[config.mk]
export PLATFORM = sky130hd
export DESIGN_NAME = bdc_top
export DESIGN_NICKNAME = d
export VERILOG_FILES = /design/src/bdc_top.v /design/src/bdc_cfg_reg.v /design/src/bdc_oc_filter.v
export VERILOG_INCLUDE_DIRS = /design/src /design/src/inc
export SDC_FILE = /design/constraint.sdc
export NUM_CORES = 1
export LEC_CHECK = 0
export BUFFER_PORTS_ARGS = -buffer_cell sky130_fd_sc_hd__buf_2
export CAP_MARGIN = 25
export CORE_UTILIZATION = 40
export CTS_CLUSTER_DIAMETER = 30
export DETAILED_ROUTE_END_ITERATION = 7
export GPL_TIMING_DRIVEN = 0
export HOLD_SLACK_MARGIN = 0.15
export MAX_ROUTING_LAYER = met4
export PLACE_DENSITY = 0.62
export SLEW_MARGIN = 20
export SYNTH_ARGS = -nofsm -noshare
export SYNTH_HDL_FRONTEND = slang
export SYNTH_SLANG_ARGS = --single-unit
export TNS_END_PERCENT = 10
[constraint.sdc]
create_clock -name mclk -period 7.7 [get_ports mclk]
set_input_delay 1.155 -clock mclk [delete_from_list [all_inputs] [get_ports mclk]]
set_output_delay 1.155 -clock mclk [all_outputs]
set_load 0.1 [all_outputs]
[src/inc/bdc_map.vh]
// Purpose : Offsets, field positions, reset values and timing counts of the
//           bridge diagnostic and current configuration block.
// Assumes : 20 MHz core clock, 5-bit register offsets, one register bank bit.
// Notes   : Definitions only.
`ifndef BDC_MAP_VH
`define BDC_MAP_VH

// ****************************************************************
// Register map
// ****************************************************************
`define BDC_ADDR_W           5
`define BDC_DATA_W           16
`define BDC_OFS_DIAG_SENSE   5'h09
`define BDC_OFS_STATIC_SEL   5'h0A
`define BDC_BANK_STATIC_SEL  1'b0
`define BDC_RST_DIAG_SENSE   16'hC000
`define BDC_RST_STATIC_SEL   16'h0044

// ****************************************************************
// Fields of bridge_diag_and_sense_config
// ****************************************************************
`define BDC_F_AMP2_LVL       15
`define BDC_F_AMP1_LVL       14
`define BDC_F_OC2_FILT_HI    13
`define BDC_F_OC2_FILT_LO    12
`define BDC_F_OC1_FILT_HI    11
`define BDC_F_OC1_FILT_LO    10
`define BDC_F_AMP2_DIS       9
`define BDC_F_AMP1_DIS       8
`define BDC_F_PULLDOWN_HI    7
`define BDC_F_PULLDOWN_LO    0

// ****************************************************************
// Fields of static_gate_current_select
// ****************************************************************
`define BDC_F_CHOICE_HI      15
`define BDC_F_CHOICE_LO      8
`define BDC_F_LEVEL2_HI      7
`define BDC_F_LEVEL2_LO      4
`define BDC_F_LEVEL1_HI      3
`define BDC_F_LEVEL1_LO      0

// ****************************************************************
// Overcurrent filter times
// ****************************************************************
`define BDC_CLK_MHZ          20
`define BDC_OCF_T0_US        6
`define BDC_OCF_T1_US        10
`define BDC_OCF_T2_US        50
`define BDC_OCF_T3_US        100
`define BDC_OCF_T0_CYC       (`BDC_OCF_T0_US * `BDC_CLK_MHZ)
`define BDC_OCF_T1_CYC       (`BDC_OCF_T1_US * `BDC_CLK_MHZ)
`define BDC_OCF_T2_CYC       (`BDC_OCF_T2_US * `BDC_CLK_MHZ)
`define BDC_OCF_T3_CYC       (`BDC_OCF_T3_US * `BDC_CLK_MHZ)
`define BDC_OCF_CNT_W        11

`endif

[src/bdc_top.v]
// Purpose : Bridge diagnostic / sense amplifier configuration and static gate
//           current selection registers, with overcurrent filtering.
// Assumes : Register accesses come from the serial interface core on mclk.
// Notes   : Accesses this block does not own are answered with hit low.
//
// Overview of operation
// - Amplifier two level bit: 0 low-side, 1 high-side, resets to 1.
// - Amplifier one level bit: 0 low-side, 1 high-side, resets to 1.
// - Bits 13:12 pick the amplifier two overcurrent filter time 6/10/50/100 us, reset 6 us.
// - Bits 11:10 pick the amplifier one overcurrent filter time with the same codes, reset 6 us.
// - Bit 9 switches amplifier two off and bit 8 amplifier one, both enabled after reset.
// - Bit n-1 turns on the off-state pull-down of half-bridge n.
// - All pull-downs are off after reset.
// - The static current selection register is reached only while the bank selector is 0.
// - Bit 15 of that register picks setting 2 for half-bridge 8 when 1, else setting 1.
// - Bits 14 to 10 pick the setting for half-bridges 7 to 3 the same way.
// - All per-bridge selection bits reset to setting 1.
// - The static current selection register resets to 0x0044.
// - Bits 9 and 8 pick the setting for half-bridges 2 and 1.
// - Bits 7:4 hold static level two and bits 3:0 level one, each resetting to 0100.
// - With the bank selector at 1 the same offset belongs to another register, so decode uses the bank.
`include "bdc_map.vh"
module bdc_top (
	input  wire                   mclk,                       // Core clock, 20 MHz
	input  wire                   rst_n,                      // Async reset, active low
	input  wire [`BDC_ADDR_W-1:0] reg_addr,                   // Register offset
	input  wire                   reg_bank,                   // Register bank selector
	input  wire                   reg_wr,                     // Write strobe, one cycle
	input  wire                   reg_rd,                     // Read strobe, one cycle
	input  wire [`BDC_DATA_W-1:0] reg_wdata,                  // Write data
	output reg  [`BDC_DATA_W-1:0] reg_rdata_ff,               // Read data
	output reg                    reg_ack_ff,                 // Access answered, one cycle
	output reg                    reg_hit_ff,                 // Access owned by this block
	input  wire                   oc1_raw,                    // Amplifier one comparator pin
	input  wire                   oc2_raw,                    // Amplifier two comparator pin
	output wire                   oc1_flag_ff,                // Filtered overcurrent one
	output wire                   oc2_flag_ff,                // Filtered overcurrent two
	output wire                   amp1_level_select,          // 1 high-side, 0 low-side
	output wire                   amp2_level_select,          // 1 high-side, 0 low-side
	output wire [1:0]             overcurrent1_filter_time,   // Filter code, amplifier one
	output wire [1:0]             overcurrent2_filter_time,   // Filter code, amplifier two
	output wire                   amp1_disable,               // Amplifier one off
	output wire                   amp2_disable,               // Amplifier two off
	output wire [7:0]             bridge_offstate_pulldown,   // Pull-down per half-bridge
	output wire [7:0]             bridge_static_current_choice, // 1 setting 2, per half-bridge
	output wire [3:0]             static_current_level_one,   // Static level one code
	output wire [3:0]             static_current_level_two    // Static level two code
);

	// ****************************************************************
	// Address decode
	// ****************************************************************
	wire                   sel_diag;
	wire                   sel_static;
	wire                   wr_diag;
	wire                   wr_static;
	wire [`BDC_DATA_W-1:0] diag_sense_q;
	wire [`BDC_DATA_W-1:0] static_sel_q;

	assign sel_diag   = (reg_addr == `BDC_OFS_DIAG_SENSE);
	assign sel_static = (reg_addr == `BDC_OFS_STATIC_SEL) &&
	                    (reg_bank == `BDC_BANK_STATIC_SEL);
	assign wr_diag    = reg_wr & sel_diag;
	assign wr_static  = reg_wr & sel_static;

	// ****************************************************************
	// Registers
	// ****************************************************************
	bdc_cfg_reg #(
		.WIDTH   (`BDC_DATA_W),
		.RST_VAL (`BDC_RST_DIAG_SENSE)
	) u_diag_sense (
		.mclk     (mclk),
		.rst_n    (rst_n),
		.wr_en    (wr_diag),
		.wr_data  (reg_wdata),
		.value_ff (diag_sense_q)
	);

	bdc_cfg_reg #(
		.WIDTH   (`BDC_DATA_W),
		.RST_VAL (`BDC_RST_STATIC_SEL)
	) u_static_sel (
		.mclk     (mclk),
		.rst_n    (rst_n),
		.wr_en    (wr_static),
		.wr_data  (reg_wdata),
		.value_ff (static_sel_q)
	);

	// ****************************************************************
	// Field outputs
	// ****************************************************************
	assign amp2_level_select        = diag_sense_q[`BDC_F_AMP2_LVL];
	assign amp1_level_select        = diag_sense_q[`BDC_F_AMP1_LVL];
	assign overcurrent2_filter_time = diag_sense_q[`BDC_F_OC2_FILT_HI:`BDC_F_OC2_FILT_LO];
	assign overcurrent1_filter_time = diag_sense_q[`BDC_F_OC1_FILT_HI:`BDC_F_OC1_FILT_LO];
	assign amp2_disable             = diag_sense_q[`BDC_F_AMP2_DIS];
	assign amp1_disable             = diag_sense_q[`BDC_F_AMP1_DIS];
	assign bridge_offstate_pulldown = diag_sense_q[`BDC_F_PULLDOWN_HI:`BDC_F_PULLDOWN_LO];
	// Index n-1 serves half-bridge n
	assign bridge_static_current_choice =
	       static_sel_q[`BDC_F_CHOICE_HI:`BDC_F_CHOICE_LO];
	assign static_current_level_two = static_sel_q[`BDC_F_LEVEL2_HI:`BDC_F_LEVEL2_LO];
	assign static_current_level_one = static_sel_q[`BDC_F_LEVEL1_HI:`BDC_F_LEVEL1_LO];

	// ****************************************************************
	// Register answer
	// ****************************************************************
	always @(posedge mclk or negedge rst_n) begin
		if (!rst_n) begin
			reg_rdata_ff <= {`BDC_DATA_W{1'b0}};
			reg_ack_ff   <= 1'b0;
			reg_hit_ff   <= 1'b0;
		end else begin
			reg_ack_ff <= reg_wr | reg_rd;
			reg_hit_ff <= (reg_wr | reg_rd) & (sel_diag | sel_static);
			if (reg_rd) begin
				if (sel_diag) begin
					reg_rdata_ff <= diag_sense_q;
				end else if (sel_static) begin
					reg_rdata_ff <= static_sel_q;
				end else begin
					reg_rdata_ff <= {`BDC_DATA_W{1'b0}};
				end
			end
		end
	end

	// ****************************************************************
	// Overcurrent pins: synchronise, then filter per amplifier
	// ****************************************************************
	wire [1:0] oc_raw;
	wire [1:0] oc_flag;
	wire [1:0] amp_dis;
	wire [3:0] filt_code;
	reg  [1:0] oc_meta_ff;
	reg  [1:0] oc_sync_ff;

	assign oc_raw    = {oc2_raw, oc1_raw};
	assign amp_dis   = {amp2_disable, amp1_disable};
	assign filt_code = {overcurrent2_filter_time, overcurrent1_filter_time};

	always @(posedge mclk or negedge rst_n) begin
		if (!rst_n) begin
			oc_meta_ff <= 2'h0;
			oc_sync_ff <= 2'h0;
		end else begin
			oc_meta_ff <= oc_raw;
			oc_sync_ff <= oc_meta_ff;
		end
	end

	genvar gi;
	generate
		for (gi = 0; gi < 2; gi = gi + 1) begin : g_amp
			bdc_oc_filter u_filt (
				.mclk       (mclk),
				.rst_n      (rst_n),
				.oc_sync    (oc_sync_ff[gi]),
				.amp_dis    (amp_dis[gi]),
				.filt_sel   (filt_code[2*gi+1:2*gi]),
				.oc_flag_ff (oc_flag[gi])
			);
		end
	endgenerate

	assign oc1_flag_ff = oc_flag[0];
	assign oc2_flag_ff = oc_flag[1];

endmodule // bdc_top

[src/bdc_cfg_reg.v]
// Purpose : One read-write configuration register with a reset pattern.
// Assumes : Write strobe and data come from logic on the same clock.
// Notes   : Value holds until the next write or reset.
module bdc_cfg_reg #(
	parameter           WIDTH    = 16,
	parameter [WIDTH-1:0] RST_VAL = {WIDTH{1'b0}}
) (
	input  wire             mclk,     // Core clock
	input  wire             rst_n,    // Async reset, active low
	input  wire             wr_en,    // Write this register
	input  wire [WIDTH-1:0] wr_data,  // Data to store
	output reg  [WIDTH-1:0] value_ff  // Stored value
);

	always @(posedge mclk or negedge rst_n) begin
		if (!rst_n) begin
			value_ff <= RST_VAL;
		end else if (wr_en) begin
			value_ff <= wr_data;
		end
	end

endmodule // bdc_cfg_reg

[src/bdc_oc_filter.v]
// Purpose : Overcurrent filter: flags an overcurrent held for the chosen time.
// Assumes : oc_sync is already synchronised to mclk.
// Notes   : A drop of the input or a disabled amplifier restarts the filter.
`include "bdc_map.vh"
module bdc_oc_filter #(
	parameter [`BDC_OCF_CNT_W-1:0] T0_CYC = `BDC_OCF_T0_CYC,
	parameter [`BDC_OCF_CNT_W-1:0] T1_CYC = `BDC_OCF_T1_CYC,
	parameter [`BDC_OCF_CNT_W-1:0] T2_CYC = `BDC_OCF_T2_CYC,
	parameter [`BDC_OCF_CNT_W-1:0] T3_CYC = `BDC_OCF_T3_CYC
) (
	input  wire       mclk,      // Core clock
	input  wire       rst_n,     // Async reset, active low
	input  wire       oc_sync,   // Synchronised raw overcurrent
	input  wire       amp_dis,   // Amplifier switched off
	input  wire [1:0] filt_sel,  // Filter time code
	output reg        oc_flag_ff // Filtered overcurrent
);

	reg  [`BDC_OCF_CNT_W-1:0] cnt_ff;
	reg  [`BDC_OCF_CNT_W-1:0] limit;

	always @* begin
		case (filt_sel)
			2'h0:    limit = T0_CYC;
			2'h1:    limit = T1_CYC;
			2'h2:    limit = T2_CYC;
			default: limit = T3_CYC;
		endcase
	end

	// ****************************************************************
	// Flag after the input has stood high for limit cycles
	// ****************************************************************
	always @(posedge mclk or negedge rst_n) begin
		if (!rst_n) begin
			cnt_ff     <= {`BDC_OCF_CNT_W{1'b0}};
			oc_flag_ff <= 1'b0;
		end else if (!oc_sync || amp_dis) begin
			cnt_ff     <= {`BDC_OCF_CNT_W{1'b0}};
			oc_flag_ff <= 1'b0;
		end else if (cnt_ff < limit - 1'b1) begin
			cnt_ff     <= cnt_ff + 1'b1;
		end else begin
			oc_flag_ff <= 1'b1;
		end
	end

endmodule // bdc_oc_filter

Word level (Yosys, flattened, before mapping)
Index checks and enable logic that the tools add are counted.

Word-level logic and storage cells: 52. Input port bits: 28. Flip-flop bits (word level): 78. Output and inout port bits: 52.

Multiplexer cells: 12. Add/subtract/negate cells: 4. Bitwise logic cells: 6. Order comparisons: 2. Equal/unequal tests: 8. Reduce and logical (&&, ||, !) cells: 9.

Operators with widths (number): $pmux 11 s3 (2); $mux 11 (4); $mux 16 (2); $add 11x1->11 const B (2); $lt 11x11->1 (2); $sub 11x1->11 const B (2); $eq 5x4->1 const B (2); $eq 2x1->1 const B (2); $eq 2x2->1 const B (2); $logic_not 2->1 (2); $mux 1 (4); $ne 2x1->1 const B (2); $reduce_bool 2->1 (2); $and 1x1->1 (3); $logic_not 1->1 (2); $logic_or 1x1->1 (2); $or 1x1->1 (2); $logic_and 1x1->1 (1); $not 1->1 (1).

Longest topological paths before layout
Word-level depth: 6. Mapped depth: 9. Depth with buffers taken out: 8.

By module
From an unflattened synthesis, not the netlist that was laid out.

Cells, all modules: 355. Area total of the unflattened synthesis: 4091.4 um2.

By module, submodules not included: bdc_oc_filter (area each 843.3 um2, times used 2, seq. area each 300.3 um2, cells an instance 95); bdc_cfg_reg (area each 651.9 um2, times used 2, seq. area each 402.9 um2, cells an instance 34); bdc_top (area each 1101.1 um2, times used 1, seq. area each 550.5 um2, cells an instance 97).

Worst setup path after synthesis
Ideal clock, no wire load.

Path kind: reg2reg. From: reg u_diag_sense.value_ff[13]. To: reg g_amp[1].u_filt.cnt_ff[8]. Library setup time: 78 ps. Stages on the path, launching flop included: 9. Slack: 4561 ps. Buffers on the path: 1. Arrival time: 3061 ps. Cells stage by stage: dfrtp_1 -> inv_1 -> ha_1 -> a21o_1 -> a221o_1 -> or3_1 -> clkbuf_2 -> or4_1 -> a21oi_1.

Cells in the longest elaborated chain, start to end: 5. Elaborated cells between the ends (all ways): 7. Those cells by class: add/sub (1); order compare (1); eq/ne (2); mux (1); reduce/logical (2).

RTL lines: start, declared (RTL line bdc_cfg_reg.v:12) `output reg [WIDTH-1:0] value_ff`; start signal, assigned (RTL line bdc_cfg_reg.v:19) `value_ff <= wr_data;`; $eq 2x2->1 (tied with other cells) (RTL line bdc_oc_filter.v:23) `case (filt_sel)`; $pmux 11 s3 * (RTL line bdc_oc_filter.v:23); $sub 11x1->11 * (RTL line bdc_oc_filter.v:41) `end else if (cnt_ff < limit - 1'b1) begin`; $lt 11x11->1 * (RTL line bdc_oc_filter.v:41); $reduce_bool 2->1 (no source line) *; end signal, assigned (RTL line bdc_oc_filter.v:36) `` cnt_ff <= {`BDC_OCF_CNT_W{1'b0}}; ``; end signal, assigned (RTL line bdc_oc_filter.v:39) `` cnt_ff <= {`BDC_OCF_CNT_W{1'b0}}; ``; end signal, assigned (RTL line bdc_oc_filter.v:42) `cnt_ff <= cnt_ff + 1'b1;`; end, declared (RTL line bdc_oc_filter.v:19) `` reg [`BDC_OCF_CNT_W-1:0] cnt_ff; ``.

Mark *: on every way between the ends. The rest lies on a longest branch, timed or not. A chain may end at the register's enable or synchronous reset.

Final worst setup path
From: in reg_addr[2]. To: reg u_diag_sense.value_ff[7].

Cells in the longest elaborated chain, start to end: 2.

RTL lines: start, declared (RTL line bdc_top.v:26) `` input wire [`BDC_ADDR_W-1:0] reg_addr, ``; $eq 5x4->1 (no source line); $and 1x1->1 (RTL line bdc_top.v:63) `assign wr_diag = reg_wr & sel_diag;`.

Every way passes these cells.

==> flow_metrics.tcl <==
set metrics [dict create \
    ys_seq_elements 78 \
    clk_latency_ns 0.35 \
    slew_violations 0 \
    final_antenna_net_count 0 \
    avgSynthCellArea_um2 11.1 \
    synth_commonest_cells "dfrtp_1 (74), a21oi_1 (33), mux2_2 (32)" \
    crit_start "reg_addr[2]" \
    row_count 34 \
    outcome "finished clean" \
    core-area_mm2 0.00885 \
    antenna_found_initial 0 \
    powerDensity_mw_per_mm2 264 \
    grt_pass1_wl_um 14900 \
    post_drt_wl_per_cell_um 16.3 \
    hold_buffers 0 \
    reg2reg_to "g_amp[1].u_filt.cnt_ff[8]$_DFFE_PN0P_" \
    gp_congestion 0.837 \
    ys_async_sr_fraction_pct 100 \
    timing.rr.start "u_diag_sense.value_ff[13]$_DFFE_PN0P_" \
    portBuffers 78 \
    first_pass_iters 4 \
    yosysMostFrequentCell "dfrtp_1" \
    setup_violations 0 \
    clock_path_buffers 2 \
    ctsResizeCount 0 \
    vias_per_cell 5.46 \
    cts_tree "done" \
    root_buffer "clkbuf_8" \
    regArea_mm2 0.00196 \
    ys_seq_area_share_pct 52.6 \
    drt_wl_total_um 8760 \
    grt_max_degree 57 \
    period_needed_ns 3.01 \
    yosysTopAreaCell "dfrtp_1" \
    grt-ovfl-total 0 \
    syn2layout_area_growth_pct 20.2 \
    path_clk_slew_ns 0.08 \
    die_h_um 98.5 \
    worstSetupPathType "in2reg" \
    worst_ep_arrival_time_ns 3.23 \
    reg2reg_slack_ns 4.89 \
    yosysWarnings 0 \
    worstMarginPinSlew_ns 0.780 \
    fin_nets 471 \
    track_usage_pct 20.2 \
    required_ns 7.93 \
    hold_violations 0 \
    postSynthCellCount 334 \
    path_max_fanout 10 \
    max-slew-margin-rel_pct 47.6 \
    ir_drop_mv 0.189 \
    drcViolationCount 0 \
    cts_setup_buffers 0 \
    fillers 844 \
    cp-end-kind "register" \
    crit_end "u_diag_sense.value_ff[7]$_DFFE_PN0P_" \
    ios 80 \
    path_common_cell "buf_2" \
    min_period_over_period_pct 39.0 \
    synth_edf_count 0 \
    dr_total_vias 2935 \
    hold_path.class "reg2reg" \
    syn_area_mm2 0.00372 \
    dp_hpwl_um 6330 \
    yosysUniqueCellTypes 46 \
    dp_slack_ns 4.27 \
    diodes 0 \
    initial_core_util_pct 42.1 \
    reg2regPathDepth 9 \
    multi_input_area_mm2 0.00169 \
    slowest_stage "nor3b_2" \
    synthFlopType "dfrtp_1" \
    max_stage_delay_ns 0.65 \
    cap_violations 0 \
    synth_top_area_share_pct 49.8 \
    first_iter_violations 96 \
    finClkSkew_ns 0.0112 \
    cts_max_level 3 \
    rsz0062_at_grt "false" \
    cts_inserted_buffers 9 \
    grt_pass1_vias 3055 \
    fmax_mhz 333 \
    netlist_top_cells_area "dfrtp_1 (50%), mux2_2 (9.7%), ha_1 (6.1%)" \
    startpoint_type "input port" \
    tns_ns 0 \
    setup_slack_ns 4.69 \
    drive_gt1_share_pct 33.3 \
    fp.dieW_um 98.5 \
    clock-sinks 78 \
    power_leakage_nw 2.19 \
    die_area_mm2 0.00969 \
    path_cells "buf_2 > or3b_1 > nor3b_2 > nand2_2 > buf_2 > mux2_2" \
]
worst max-delay path: cells and delay by family:
| kind | cells | cell delay [ns] |
|---|---|---|
| and+or+nand+nor | 3 | 1.38 |
| muxes | 1 | 0.30 |
| buffers and inverters | 2 | 0.39 |
cells by family (layout without fill, tap and decap cells):
group / count (synthesis) / in the layout / share of synthesized area, %
and+or+nand+nor: 104 / 104 / 15.1
DFF: 78 / 78 / 52.6
AOI/OAI and AO/OA: 76 / 76 / 12.9
muxes: 36 / 36 / 10.8
buffers and inverters: 19 / 114 / 2.02
adders and majority gates: 18 / 18 / 6.05
xor gates and xnor gates: 2 / 2 / 0.471
other: 1 / 2 / 0.101
per-layer routing:
metal  share of wire, %  vias up  track usage [%]
met2                 47       75             31.7
met3                5.1        6             4.96
met1                 48     1447             26.7
met5                  0        -                -
li1                   -     1407                -
met4               0.63        0             4.48
power breakdown:
group | switching, mW | total, mW | internal (mW)
logic | 0.321 | 0.394 | 0.0729
clock network | 0.152 | 0.303 | 0.151
registers | 0.0336 | 0.484 | 0.450
metrics by stage:
step           power, mW  hold slack, ns  cells  instance area, µm²  utilization (%)
6_report            1.18           0.352    538                4470             50.5
5_1_grt             1.23           0.356    538                4470             50.5
4_1_cts             1.19           0.354    538                4470             50.5
3_5_place_dp       0.888           0.335    522                4280             48.4
3_3_place_gp       0.879           0.336    521                4250             48.0
2_1_floorplan      0.806           0.331    335                3720                -
worst min path at each step:
stage	start	endpoint	slack, ns	cells after the start
floorplan	oc_meta_ff[0]$_DFF_PN0_	oc_sync_ff[0]$_DFF_PN0_	0.33	0
global placement	oc_meta_ff[1]$_DFF_PN0_	oc_sync_ff[1]$_DFF_PN0_	0.34	0
detailed placement	oc_meta_ff[0]$_DFF_PN0_	oc_sync_ff[0]$_DFF_PN0_	0.33	0
CTS	oc_meta_ff[0]$_DFF_PN0_	oc_sync_ff[0]$_DFF_PN0_	0.35	0
global route	oc_meta_ff[0]$_DFF_PN0_	oc_sync_ff[0]$_DFF_PN0_	0.36	0
finish	oc_meta_ff[0]$_DFF_PN0_	oc_sync_ff[0]$_DFF_PN0_	0.35	0
cell usage in the layout (no fill, tap or decap), types with 6 or more instances in the layout:
master | netlist | routed
a21oi_1 | 33 | 33
a22oi_1 | 16 | 16
buf_2 | 2 | 79
clkbuf_1 | 12 | 14
clkbuf_8 | 0 | 9
dfrtp_1 | 74 | 74
ha_1 | 18 | 18
mux2_2 | 32 | 32
nand2_1 | 21 | 21
nand2b_1 | 6 | 6
nand3_1 | 8 | 8
nand4_1 | 6 | 6
nor2_1 | 25 | 25
o21ai_0 | 6 | 6
or3_1 | 6 | 6
final cells by class:
type                       count  area share [%]
sequential                    78            43.8
multi-input combinational    238            37.9
timing repair buffer          79            9.40
tap                          108            3.02
clock buffer                  11            2.94
clock inverter                 5            1.34
buffer                        15            1.34
inverter                       4           0.336
state kept, by name, summed over array words and instances, names as in the netlist:
| name | count |
|---|---|
| oc_sync_ff | 2 |
| reg_hit_ff | 1 |
| u_static_sel.value_ff | 16 |
| reg_rdata_ff | 16 |
| g_amp.u_filt.oc_flag_ff | 2 |
| oc_meta_ff | 2 |
| u_diag_sense.value_ff | 16 |
| reg_ack_ff | 1 |
| g_amp.u_filt.cnt_ff | 22 |
Note: power is estimated with default switching activity, not from simulation.
